**config.mk**
```make
export PLATFORM = sky130hd
export DESIGN_NAME = tks_port_ctrl
export DESIGN_NICKNAME = d
export VERILOG_FILES = /design/src/hdl/tks_held_mem.v /design/src/hdl/tks_port_ctrl.v
export VERILOG_INCLUDE_DIRS = /design/src /design/src/hdl
export SDC_FILE = /design/constraint.sdc
export NUM_CORES = 1
export LEC_CHECK = 0
export BUFFER_PORTS_ARGS = -buffer_cell sky130_fd_sc_hd__buf_2
export CAP_MARGIN = 15
export CORE_AREA = 2 2 72 74
export CTS_BUF_LIST = sky130_fd_sc_hd__clkbuf_8 sky130_fd_sc_hd__clkbuf_16
export DETAILED_ROUTE_END_ITERATION = 8
export DIE_AREA = 0 0 74 76
export PLACE_DENSITY = 0.86
export SKIP_LAST_GASP = 1
export SLEW_MARGIN = 30
export SYNTH_ARGS = -nofsm -noshare
export SYNTH_HDL_FRONTEND = slang
export SYNTH_SLANG_ARGS = --single-unit
```
**constraint.sdc**
```tcl
create_clock -name core_clk -period 3.1 [get_ports core_clk]
set_clock_uncertainty 0.15 [all_clocks]
set_input_delay 0.31 -clock core_clk [delete_from_list [all_inputs] [get_ports core_clk]]
set_output_delay 0.31 -clock core_clk [all_outputs]
set_load 0.01 [all_outputs]
```
**src/hdl/tks_map.vh**
```
// constants for the token semaphore port controller
`ifndef TKS_MAP_VH
`define TKS_MAP_VH
`define TKS_NUM_TOKENS 8
`define TKS_IDX_W 3
`define TKS_ADDR_W 14
`define TKS_DATA_W 8
// pin timing: least strobe width and clock period in ns, at 10 MHz core_clk
`define TKS_CLK_NS 100
`define TKS_STROBE_NS 100
`define TKS_STROBE_CYC ((`TKS_STROBE_NS + `TKS_CLK_NS - 1) / `TKS_CLK_NS)
`define TKS_IDLE_DATA 8'hFF
`endif

```
**src/hdl/tks_held_mem.v**
```verilog
// small register of which tokens this port believes it holds
module tks_held_mem #(
    parameter N = 8,
    parameter IW = 3
) (
    input wire core_clk,
    input wire nrst,
    input wire wr_en,
    input wire [IW-1:0] wr_idx,
    input wire wr_val,
    output wire [N-1:0] held_q
);
    // one flop per token, cleared at reset since the controller starts owning nothing
    genvar g;
    generate
        for (g = 0; g < N; g = g + 1) begin : g_tok
            reg bit_q; // held flag of this token, own flop so each bit has one driver
            always @(posedge core_clk) begin
                if (!nrst) begin
                    bit_q <= 1'b0;
                end else if (wr_en && wr_idx == g) begin
                    bit_q <= wr_val;
                end
            end
            assign held_q[g] = bit_q;
        end
    endgenerate
endmodule // tks_held_mem

```
**src/hdl/tks_port_ctrl.v**
```verilog
// one-port controller that claims, polls and releases the dual-port semaphore tokens
// Behaviour
// - token select low, then ordinary sram cycle
// - deassert select or oe between reads
// - claim by write zero then read back
// - after failed claim, poll or withdraw
// - software writes one to all at start
// - memory chip enable high during token access
`include "tks_map.vh"
module tks_port_ctrl #(
    parameter RETRIES = 4'h4
) (
    input wire core_clk,
    input wire nrst,
    input wire cmd_valid,
    input wire [1:0] cmd_op,
    input wire [`TKS_IDX_W-1:0] cmd_idx,
    output reg cmd_ready_q,
    output reg done_q,
    output reg granted_q,
    output reg [`TKS_NUM_TOKENS-1:0] held_q,
    output reg init_done_q,
    output reg mem_en_n_q,
    output reg token_select_n_q,
    output reg out_en_n_q,
    output reg wr_n_q,
    output reg [`TKS_ADDR_W-1:0] addr_q,
    output reg [`TKS_DATA_W-1:0] dq_out_q,
    output reg dq_oe_n_q,
    input wire [`TKS_DATA_W-1:0] dq_in
);
    // command codes: claim, release, read status
    localparam OP_CLAIM = 2'h0;
    localparam OP_RELEASE = 2'h1;
    localparam OP_READ = 2'h2;
    // one-hot states
    localparam S_INIT = 7'h01;
    localparam S_IDLE = 7'h02;
    localparam S_WR = 7'h04;
    localparam S_GAP = 7'h08;
    localparam S_RD = 7'h10;
    localparam S_DONE = 7'h20;
    localparam S_WAIT = 7'h40;
    localparam integer STROBE_I = `TKS_STROBE_CYC; // whole strobe count
    localparam [3:0] STROBE = STROBE_I[3:0]; // cut to the counter width on purpose

    reg [6:0] st_q; // current state
    reg [3:0] cnt_q; // strobe width counter
    reg [`TKS_IDX_W-1:0] idx_q; // token in progress
    reg [1:0] op_q; // command in progress
    reg wval_q; // value written on bit zero
    reg [3:0] try_q; // polls left after a failed claim
    reg init_q; // init sweep active
    reg mem_wr_q; // pulse to update held map
    reg mem_val_q; // value to store in held map
    wire [`TKS_NUM_TOKENS-1:0] held_w; // held map from memory
    wire rd_zero; // sampled flag low on all bits

    // held-token register lives in its own small module
    tks_held_mem #(
        .N(`TKS_NUM_TOKENS),
        .IW(`TKS_IDX_W)
    ) u_mem (
        .core_clk(core_clk),
        .nrst(nrst),
        .wr_en(mem_wr_q),
        .wr_idx(idx_q),
        .wr_val(mem_val_q),
        .held_q(held_w)
    );

    // flag is replicated on every bit; trust it only when it is all zeros
    assign rd_zero = (dq_in == {`TKS_DATA_W{1'b0}});

    // main sequencer: every token access is a plain sram write or read
    always @(posedge core_clk) begin
        if (!nrst) begin
            st_q <= S_INIT;
            cnt_q <= 4'h0;
            idx_q <= {`TKS_IDX_W{1'b0}};
            op_q <= OP_RELEASE;
            wval_q <= 1'b1;
            try_q <= 4'h0;
            init_q <= 1'b1;
            mem_wr_q <= 1'b0;
            mem_val_q <= 1'b0;
            cmd_ready_q <= 1'b0;
            done_q <= 1'b0;
            granted_q <= 1'b0;
            init_done_q <= 1'b0;
            mem_en_n_q <= 1'b1;
            token_select_n_q <= 1'b1;
            out_en_n_q <= 1'b1;
            wr_n_q <= 1'b1;
            addr_q <= {`TKS_ADDR_W{1'b0}};
            dq_out_q <= `TKS_IDLE_DATA;
            dq_oe_n_q <= 1'b1;
        end else begin
            mem_wr_q <= 1'b0;
            done_q <= 1'b0;
            mem_en_n_q <= 1'b1;
            case (st_q)
                S_INIT: begin
                    // latches power up unknown: free each one from this side
                    op_q <= OP_RELEASE;
                    wval_q <= 1'b1;
                    cnt_q <= 4'h0;
                    st_q <= S_WR;
                end
                S_IDLE: begin
                    token_select_n_q <= 1'b1;
                    out_en_n_q <= 1'b1;
                    wr_n_q <= 1'b1;
                    dq_oe_n_q <= 1'b1;
                    if (cmd_valid && cmd_ready_q) begin
                        cmd_ready_q <= 1'b0;
                        idx_q <= cmd_idx;
                        // address settles before any strobe falls, so a read latches the right flag
                        addr_q <= {{(`TKS_ADDR_W-`TKS_IDX_W){1'b0}}, cmd_idx};
                        op_q <= cmd_op;
                        wval_q <= (cmd_op != OP_CLAIM);
                        try_q <= RETRIES;
                        cnt_q <= 4'h0;
                        st_q <= (cmd_op == OP_READ) ? S_GAP : S_WR;
                    end
                end
                S_WR: begin
                    // select low, write strobe low, bit zero carries value
                    token_select_n_q <= 1'b0;
                    wr_n_q <= 1'b0;
                    out_en_n_q <= 1'b1;
                    addr_q <= {{(`TKS_ADDR_W-`TKS_IDX_W){1'b0}}, idx_q};
                    dq_out_q <= {{(`TKS_DATA_W-1){1'b1}}, wval_q};
                    dq_oe_n_q <= 1'b0;
                    cnt_q <= cnt_q + 4'h1;
                    if (cnt_q == STROBE) begin
                        wr_n_q <= 1'b1;
                        st_q <= S_GAP;
                        cnt_q <= 4'h0;
                    end
                end
                S_GAP: begin
                    // both strobes high so the next read re-latches the flag
                    token_select_n_q <= 1'b1;
                    out_en_n_q <= 1'b1;
                    wr_n_q <= 1'b1;
                    dq_oe_n_q <= 1'b1;
                    cnt_q <= 4'h0;
                    if (init_q || op_q == OP_RELEASE) begin
                        mem_wr_q <= 1'b1;
                        mem_val_q <= 1'b0;
                        st_q <= S_DONE;
                    end else begin
                        st_q <= S_RD;
                    end
                end
                S_RD: begin
                    token_select_n_q <= 1'b0;
                    out_en_n_q <= 1'b0;
                    addr_q <= {{(`TKS_ADDR_W-`TKS_IDX_W){1'b0}}, idx_q};
                    cnt_q <= cnt_q + 4'h1;
                    if (cnt_q == STROBE) begin
                        // sample at end of strobe; device holds it stable till now
                        granted_q <= rd_zero;
                        mem_wr_q <= 1'b1;
                        mem_val_q <= rd_zero;
                        token_select_n_q <= 1'b1;
                        out_en_n_q <= 1'b1;
                        cnt_q <= 4'h0;
                        if (op_q == OP_CLAIM && !rd_zero && try_q != 4'h0) begin
                            // request still latched on the far side; poll again
                            try_q <= try_q - 4'h1;
                            st_q <= S_WAIT;
                        end else if (op_q == OP_CLAIM && !rd_zero) begin
                            // give up and withdraw so a stale request cannot hang
                            op_q <= OP_RELEASE;
                            wval_q <= 1'b1;
                            st_q <= S_WR;
                        end else begin
                            st_q <= S_DONE;
                        end
                    end
                end
                S_WAIT: begin
                    // idle gap between polls guarantees a fresh latch
                    token_select_n_q <= 1'b1;
                    out_en_n_q <= 1'b1;
                    st_q <= S_RD;
                end
                S_DONE: begin
                    if (init_q) begin
                        if (idx_q == `TKS_NUM_TOKENS - 1) begin
                            init_q <= 1'b0;
                            init_done_q <= 1'b1;
                            cmd_ready_q <= 1'b1;
                            st_q <= S_IDLE;
                        end else begin
                            idx_q <= idx_q + 3'h1;
                            st_q <= S_INIT;
                        end
                    end else begin
                        // withdrawn claim ends ungranted; release ends ungranted
                        if (op_q == OP_RELEASE) begin
                            granted_q <= 1'b0;
                        end
                        done_q <= 1'b1;
                        cmd_ready_q <= 1'b1;
                        st_q <= S_IDLE;
                    end
                end
                default: begin
                    st_q <= S_IDLE;
                end
            endcase
        end
    end

    // copy held map to an output flop
    always @(posedge core_clk) begin
        if (!nrst) begin
            held_q <= {`TKS_NUM_TOKENS{1'b0}};
        end else begin
            held_q <= held_w;
        end
    end
endmodule // tks_port_ctrl
```
### Word-level counts from Yosys, hierarchy flattened

Index checks and enable logic that the tools add are counted.

* logic and storage cells: 157
* bits in registers: 63
* output and inout bits: 39
* input bits: 16

* multiplexer cells: 53
* eq/ne operators: 29
* add/subtract/negate cells: 3
* reduce and logical (&&, ||, !) cells: 44

Operators with widths (count)
* 7-bit case mux with 7 select lines: 1
* 7-bit two-way mux: 5
* 14-bit case mux with 2 select lines: 1
* 4-bit two-way mux: 6
* 2-bit inequality test, second input constant: 11
* 1-bit two-way mux: 16
* 2-bit nonzero test: 8
* 14-bit two-way mux: 1
* 1-bit case mux with 2 select lines: 7
* 3-bit == test, second input constant: 4
* 6-bit two-way mux: 2
* 4-bit case mux with 3 select lines: 1
* 3-bit AND reduction: 4
* 4-bit AND reduction: 3
* 1-bit logical AND: 11
* 2-bit two-way mux: 5
* 3-bit two-way mux: 3
* 3-bit nonzero test: 3
* 8-bit zero test: 1
* 4-bit case mux with 2 select lines: 1
* 7-bit by 1-bit == test with 1-bit output, second input constant: 1
* 7-bit by 2-bit == test with 1-bit output, second input constant: 1
* 7-bit by 3-bit == test with 1-bit output, second input constant: 1
* 7-bit by 4-bit == test with 1-bit output, second input constant: 1
* other kinds (25): 31

### Logic depth before layout (Yosys ltp)

* depth after elaboration: 7
* gate-level depth with buffers: 8
* mapped depth without buffers: 7

### Hierarchy

Synthesis repeated with hierarchy kept, for this count alone.

* cells, all modules: 296
* area total of the unflattened synthesis: 2652.5 µm²

Modules (own cells, without submodules)
* tks_port_ctrl: times used 1, cells an instance 254, area each 2224.6 µm²
* tks_held_mem: times used 1, cells an instance 42, area each 427.9 µm²

### Least setup slack after synthesis

Ideal clock, no wire load.

* kind: register to register
* start: reg cnt_q[0]
* end: reg st_q[2]
* clock period less this slack: 1959 ps
* data required time: 2858 ps
* stages on the path, launching flop included: 8
* path buffers: 1
* library setup time: 92 ps
* slack: 1141 ps
* arrival: 1717 ps
* cell sequence: dfxtp_1 -> ha_1 -> or3b_1 -> buf_2 -> nand4b_2 -> nand2_1 -> or3_1 -> o32ai_1

* word-level cells in the longest chain between the ends: 3
* elaborated cells on any way between the ends: 4
* classes of those cells: 3 x eq/ne; 1 x reduce/logical

RTL lines
* from (decl): line tks_port_ctrl.v:48 `reg [3:0] cnt_q;`
* from (signal assigned): line tks_port_ctrl.v:135 `cnt_q <= cnt_q + 4'h1;`
* from (signal assigned): line tks_port_ctrl.v:161 `cnt_q <= cnt_q + 4'h1;`
* 4-bit by 1-bit == test with 1-bit output (*): line tks_port_ctrl.v:136, tks_port_ctrl.v:162
* 2-bit inequality test (no line)
* 3-bit AND reduction (no line) (*)
* to (signal assigned): line tks_port_ctrl.v:124 `st_q <= (cmd_op == OP_READ) ? S_GAP : S_WR;`
* to (decl): line tks_port_ctrl.v:47 `reg [6:0] st_q;`

Mark *: on every way between the ends. The rest lies on a longest branch, timed or not.
A chain may end at the register's enable or synchronous reset.

### Worst setup path in the final report

* start: reg st_q[1]
* end: reg try_q[1]

* word-level cells in the longest chain between the ends: 3
* elaborated cells on any way between the ends: 8
* classes of those cells: 5 x eq/ne; 1 x mux; 2 x reduce/logical

RTL lines
* 7-bit by 5-bit == test with 1-bit output / 7-bit by 2-bit == test with 1-bit output (equally long branches): line tks_port_ctrl.v:102 `case (st_q)`
* 2-bit inequality test (no line) / 2-bit nonzero test (equally long branches)
* 4-bit AND reduction (no line)
* to (signal assigned): line tks_port_ctrl.v:172 `try_q <= try_q - 4'h1;`
* to (decl): line tks_port_ctrl.v:52 `reg [3:0] try_q;`

Several ways; a longest one is shown, not always the timed one.

==> impl_metrics.csv <==
group,metric,value,unit
timing,worst_pin_slew,0.8658,ns
floorplan,die_area,0.005624,mm²
setup_path,worst_setup_path_end_kind,"flop",
routing,initialDrtViolationCount,267,
setup_path,path_max_fanout,12,
clock_network,cts_made_buffers,5,
floorplan,initial_core_util,55.99,%
job,max_cap_viol_count,0,
synth,synthFlopType,"dfxtp_1",
setup_path,r2r-start,"st_q[1]$_SDFFE_PN0P_",
placement,place_congestion,0.8823,
clock_network,cts_buffer_depth,2,
setup_path,arrival,2.39,ns
final_layout,final_cell_mix,"dfxtp_1, buf_2, nand2_1, nor2_1, a21oi_1",
worst_hold_path,holdPathStages,2,
floorplan,die-width,74,µm
routing,met1Wirelength,2576,µm
worst_hold_path,holdPathEnd,"cmd_ready_q$_SDFFE_PN0P_",
synth,synthDistinctLibCells,55,
synth,synth_warnings,0,
setup_path,path_cells,"nor3b_2 > and3_1 > a21oi_1 > a211o_1 > o41ai_1",
worst_hold_path,hp-class,"in2reg",
clock_network,cts-hold-fix-buffers,0,
setup_path,critPathLaunchType,"flop",
timing,drv_slew,0,
worst_hold_path,hold_path.startpoint,"cmd_valid",
setup_path,regToRegSetupSlack,0.75,ns
setup_path,worstPathRequired,3.15,ns
synth,synth-seq-area-share,37.85,%
timing,setup_slack,0.7540,ns
run_status,status,"complete, no violations",
synth,async_reset_ff_share,0,%
clock_network,cts_sinks,52,
timing,rsz0062_at_grt,"no",
grt,grt_first_pass_wirelength,9646,µm
final_layout,post-route-util,60.11,%
floorplan,fp.dieH,76,µm
grt,grt_usage,21.49,%
routing,postRouteAntennaNets,0,
routing,wl,5799,µm
final_layout,layout.cells.non_filler,411,
grt,grt_max_degree,32,
final_layout,fillers,425,
routing,wl_met2,2739,µm
synth,syn_inst,315,
timing,slew_headroom,41.93,%
routing,viasPerCell,5.657,
final_layout,layout_commonest_cell,"dfxtp_1",
clock_network,htree_levels,2,
clock_network,post-cts-setup-buffer-count,0,
synth,avgSynthCellArea,8.731,µm²
timing,finalSetupViolCount,0,
timing,fin_tns_setup,0,ns
synth,synth_seq_cells,52,
final_layout,nets,365,
final_layout,seq_area,0.001041,mm²
synth,synth_edf_count,0,
routing,dr_total_vias,2325,
clock_network,cts_resized,0,
timing,finalCritPeriodShare,75.68,%
placement,dp_hpwl,4240,µm
timing,max_freq,426.3,MHz
placement,port_buffers,35,
power,ir_drop,249.5,µV
setup_path,max_stage_delay,0.70,ns
placement,dp_slack,0.8072,ns
clock_network,cts_tree,"built",
setup_path,r2r-end,"try_q[1]$_SDFFE_PN0P_",
clock_network,cts_root_buffer,"clkbuf_8",
setup_path,reg2reg_depth,5,
floorplan,rows,26,
power,cellLeakagePower,1.191,nW
grt,overflow,0,
clock_network,clock_latency,0.31,ns
synth,synth_area,0.002750,mm²
final_layout,syn_to_final_growth,7.370,%
routing,routed.top_layer,"met4",
routing,wl_met3,342,µm
grt,antenna_found_initial,0,
routing,drc,0,
floorplan,core_area,0.004912,mm²
final_layout,diodes,0,
routing,firstDrtPassIters,5,
final_layout,layout-drive-gt1-share,17.89,%
timing,period_minus_slack,2.346,ns
clock_network,path_clk_slew,0.10,ns
timing,hold_violations,0,
power,powerDensity,535.5,mW/mm²
grt,grt_pass1_vias,2122,
setup_path,critical_path_class,"reg2reg",
power,total_power,1.581,mW
setup_path,slowest_stage,"dfxtp_1",
routing,avgRoutedWirePerCell,14.11,µm
floorplan,io_pins,55,
final_layout,multi_input_area,0.001496,mm²
placement,place_inst,403,
-- how the worst max path moves through the flow --
stage / start / end / cells past startpoint
final: st_q[1]$_SDFFE_PN0P_ / try_q[1]$_SDFFE_PN0P_ / 5
after floorplan: cnt_q[0]$_SDFFE_PN0P_ / st_q[2]$_SDFFE_PN0P_ / 7
after detailed placement: st_q[1]$_SDFFE_PN0P_ / try_q[1]$_SDFFE_PN0P_ / 5
after CTS: st_q[1]$_SDFFE_PN0P_ / try_q[1]$_SDFFE_PN0P_ / 5
after global placement: st_q[1]$_SDFFE_PN0P_ / try_q[1]$_SDFFE_PN0P_ / 5
after global routing: st_q[1]$_SDFFE_PN0P_ / try_q[1]$_SDFFE_PN0P_ / 5
-- metrics by stage --
step / hold slack [ns] / area [µm²]
CTS: 0.07030 / 2953
floorplan: 0.2617 / 2814
detailed placement: 0.2888 / 2841
finish: 0.06917 / 2953
global placement: 0.2769 / 2841
global route: 0.07150 / 2953
-- sequential cells by signal, summed over array words and instances, names as in the netlist, 2 cells and up --
signal             count
try_q                  4
st_q                   7
op_q                   2
addr_q                 3
held_q                 8
u_mem.g_tok.bit_q      8
idx_q                  3
cnt_q                  4
-- synth_stat cells, types with 3 or more instances --
cell / n / area (µm²)
dfxtp_1: 52 / 1041
nand2_1: 32 / 120.1
nor2_1: 27 / 101.4
buf_4: 23 / 172.7
a21oi_1: 22 / 110.1
nand3_1: 13 / 65.06
and2_1: 11 / 68.82
ha_1: 9 / 112.6
inv_1: 9 / 33.78
o21ai_1: 8 / 40.04
clkbuf_1: 7 / 26.28
mux2i_1: 6 / 60.06
nor3_1: 6 / 30.03
a31oi_1: 5 / 31.28
nor2b_1: 5 / 31.28
o21ai_0: 5 / 25.02
a211o_1: 4 / 35.03
a211oi_1: 4 / 30.03
or3_1: 4 / 25.02
a311oi_1: 3 / 26.28
buf_6: 3 / 33.78
nand2b_1: 3 / 18.77
nor3b_1: 3 / 22.52
nor4_4: 3 / 63.81
o211ai_1: 3 / 22.52
or3b_1: 3 / 26.28
or4_1: 3 / 22.52
-- cell families after synthesis --
logic type      Yosys count  synth area share (%)
xor+xnor                  3                0.9556
buf+inv                  44                 10.05
other cells               2                0.2731
mux                       6                 2.184
fa+ha+maj                 9                 4.095
simple gates            127                 26.62
compound gates           72                 17.97
flops                    52                 37.85
-- power breakdown --
| part | switching [mW] | total [mW] | internal, mW |
|---|---|---|---|
| logic | 0.209 | 0.344 | 0.136 |
| registers | 0.0619 | 0.768 | 0.706 |
| clock network | 0.228 | 0.469 | 0.241 |
-- routing by layer --
layer	track usage (%)	vias up
met1	29.22	1100
li1	-	1118
met2	32.86	91
met4	8.727	0
met5	0	-
met3	4.497	16
-- cell type report --
| type | count | share of cell area (%) |
|---|---|---|
| Clock buffer | 5 | 2.331 |
| Sequential cell | 52 | 35.25 |
| Multi-Input combinational cell | 236 | 50.68 |
| Tap cell | 70 | 2.966 |
| Inverter | 9 | 1.144 |
| Timing Repair Buffer | 36 | 6.186 |
| Clock inverter | 3 | 1.441 |
-- critical path, delay by kind of cell (launching register included) --
kind            cells  cell delay [ns]
compound gates      3             0.54
simple gates        2             0.84
flops               1             0.70
Power figures use the tool's default switching activity.
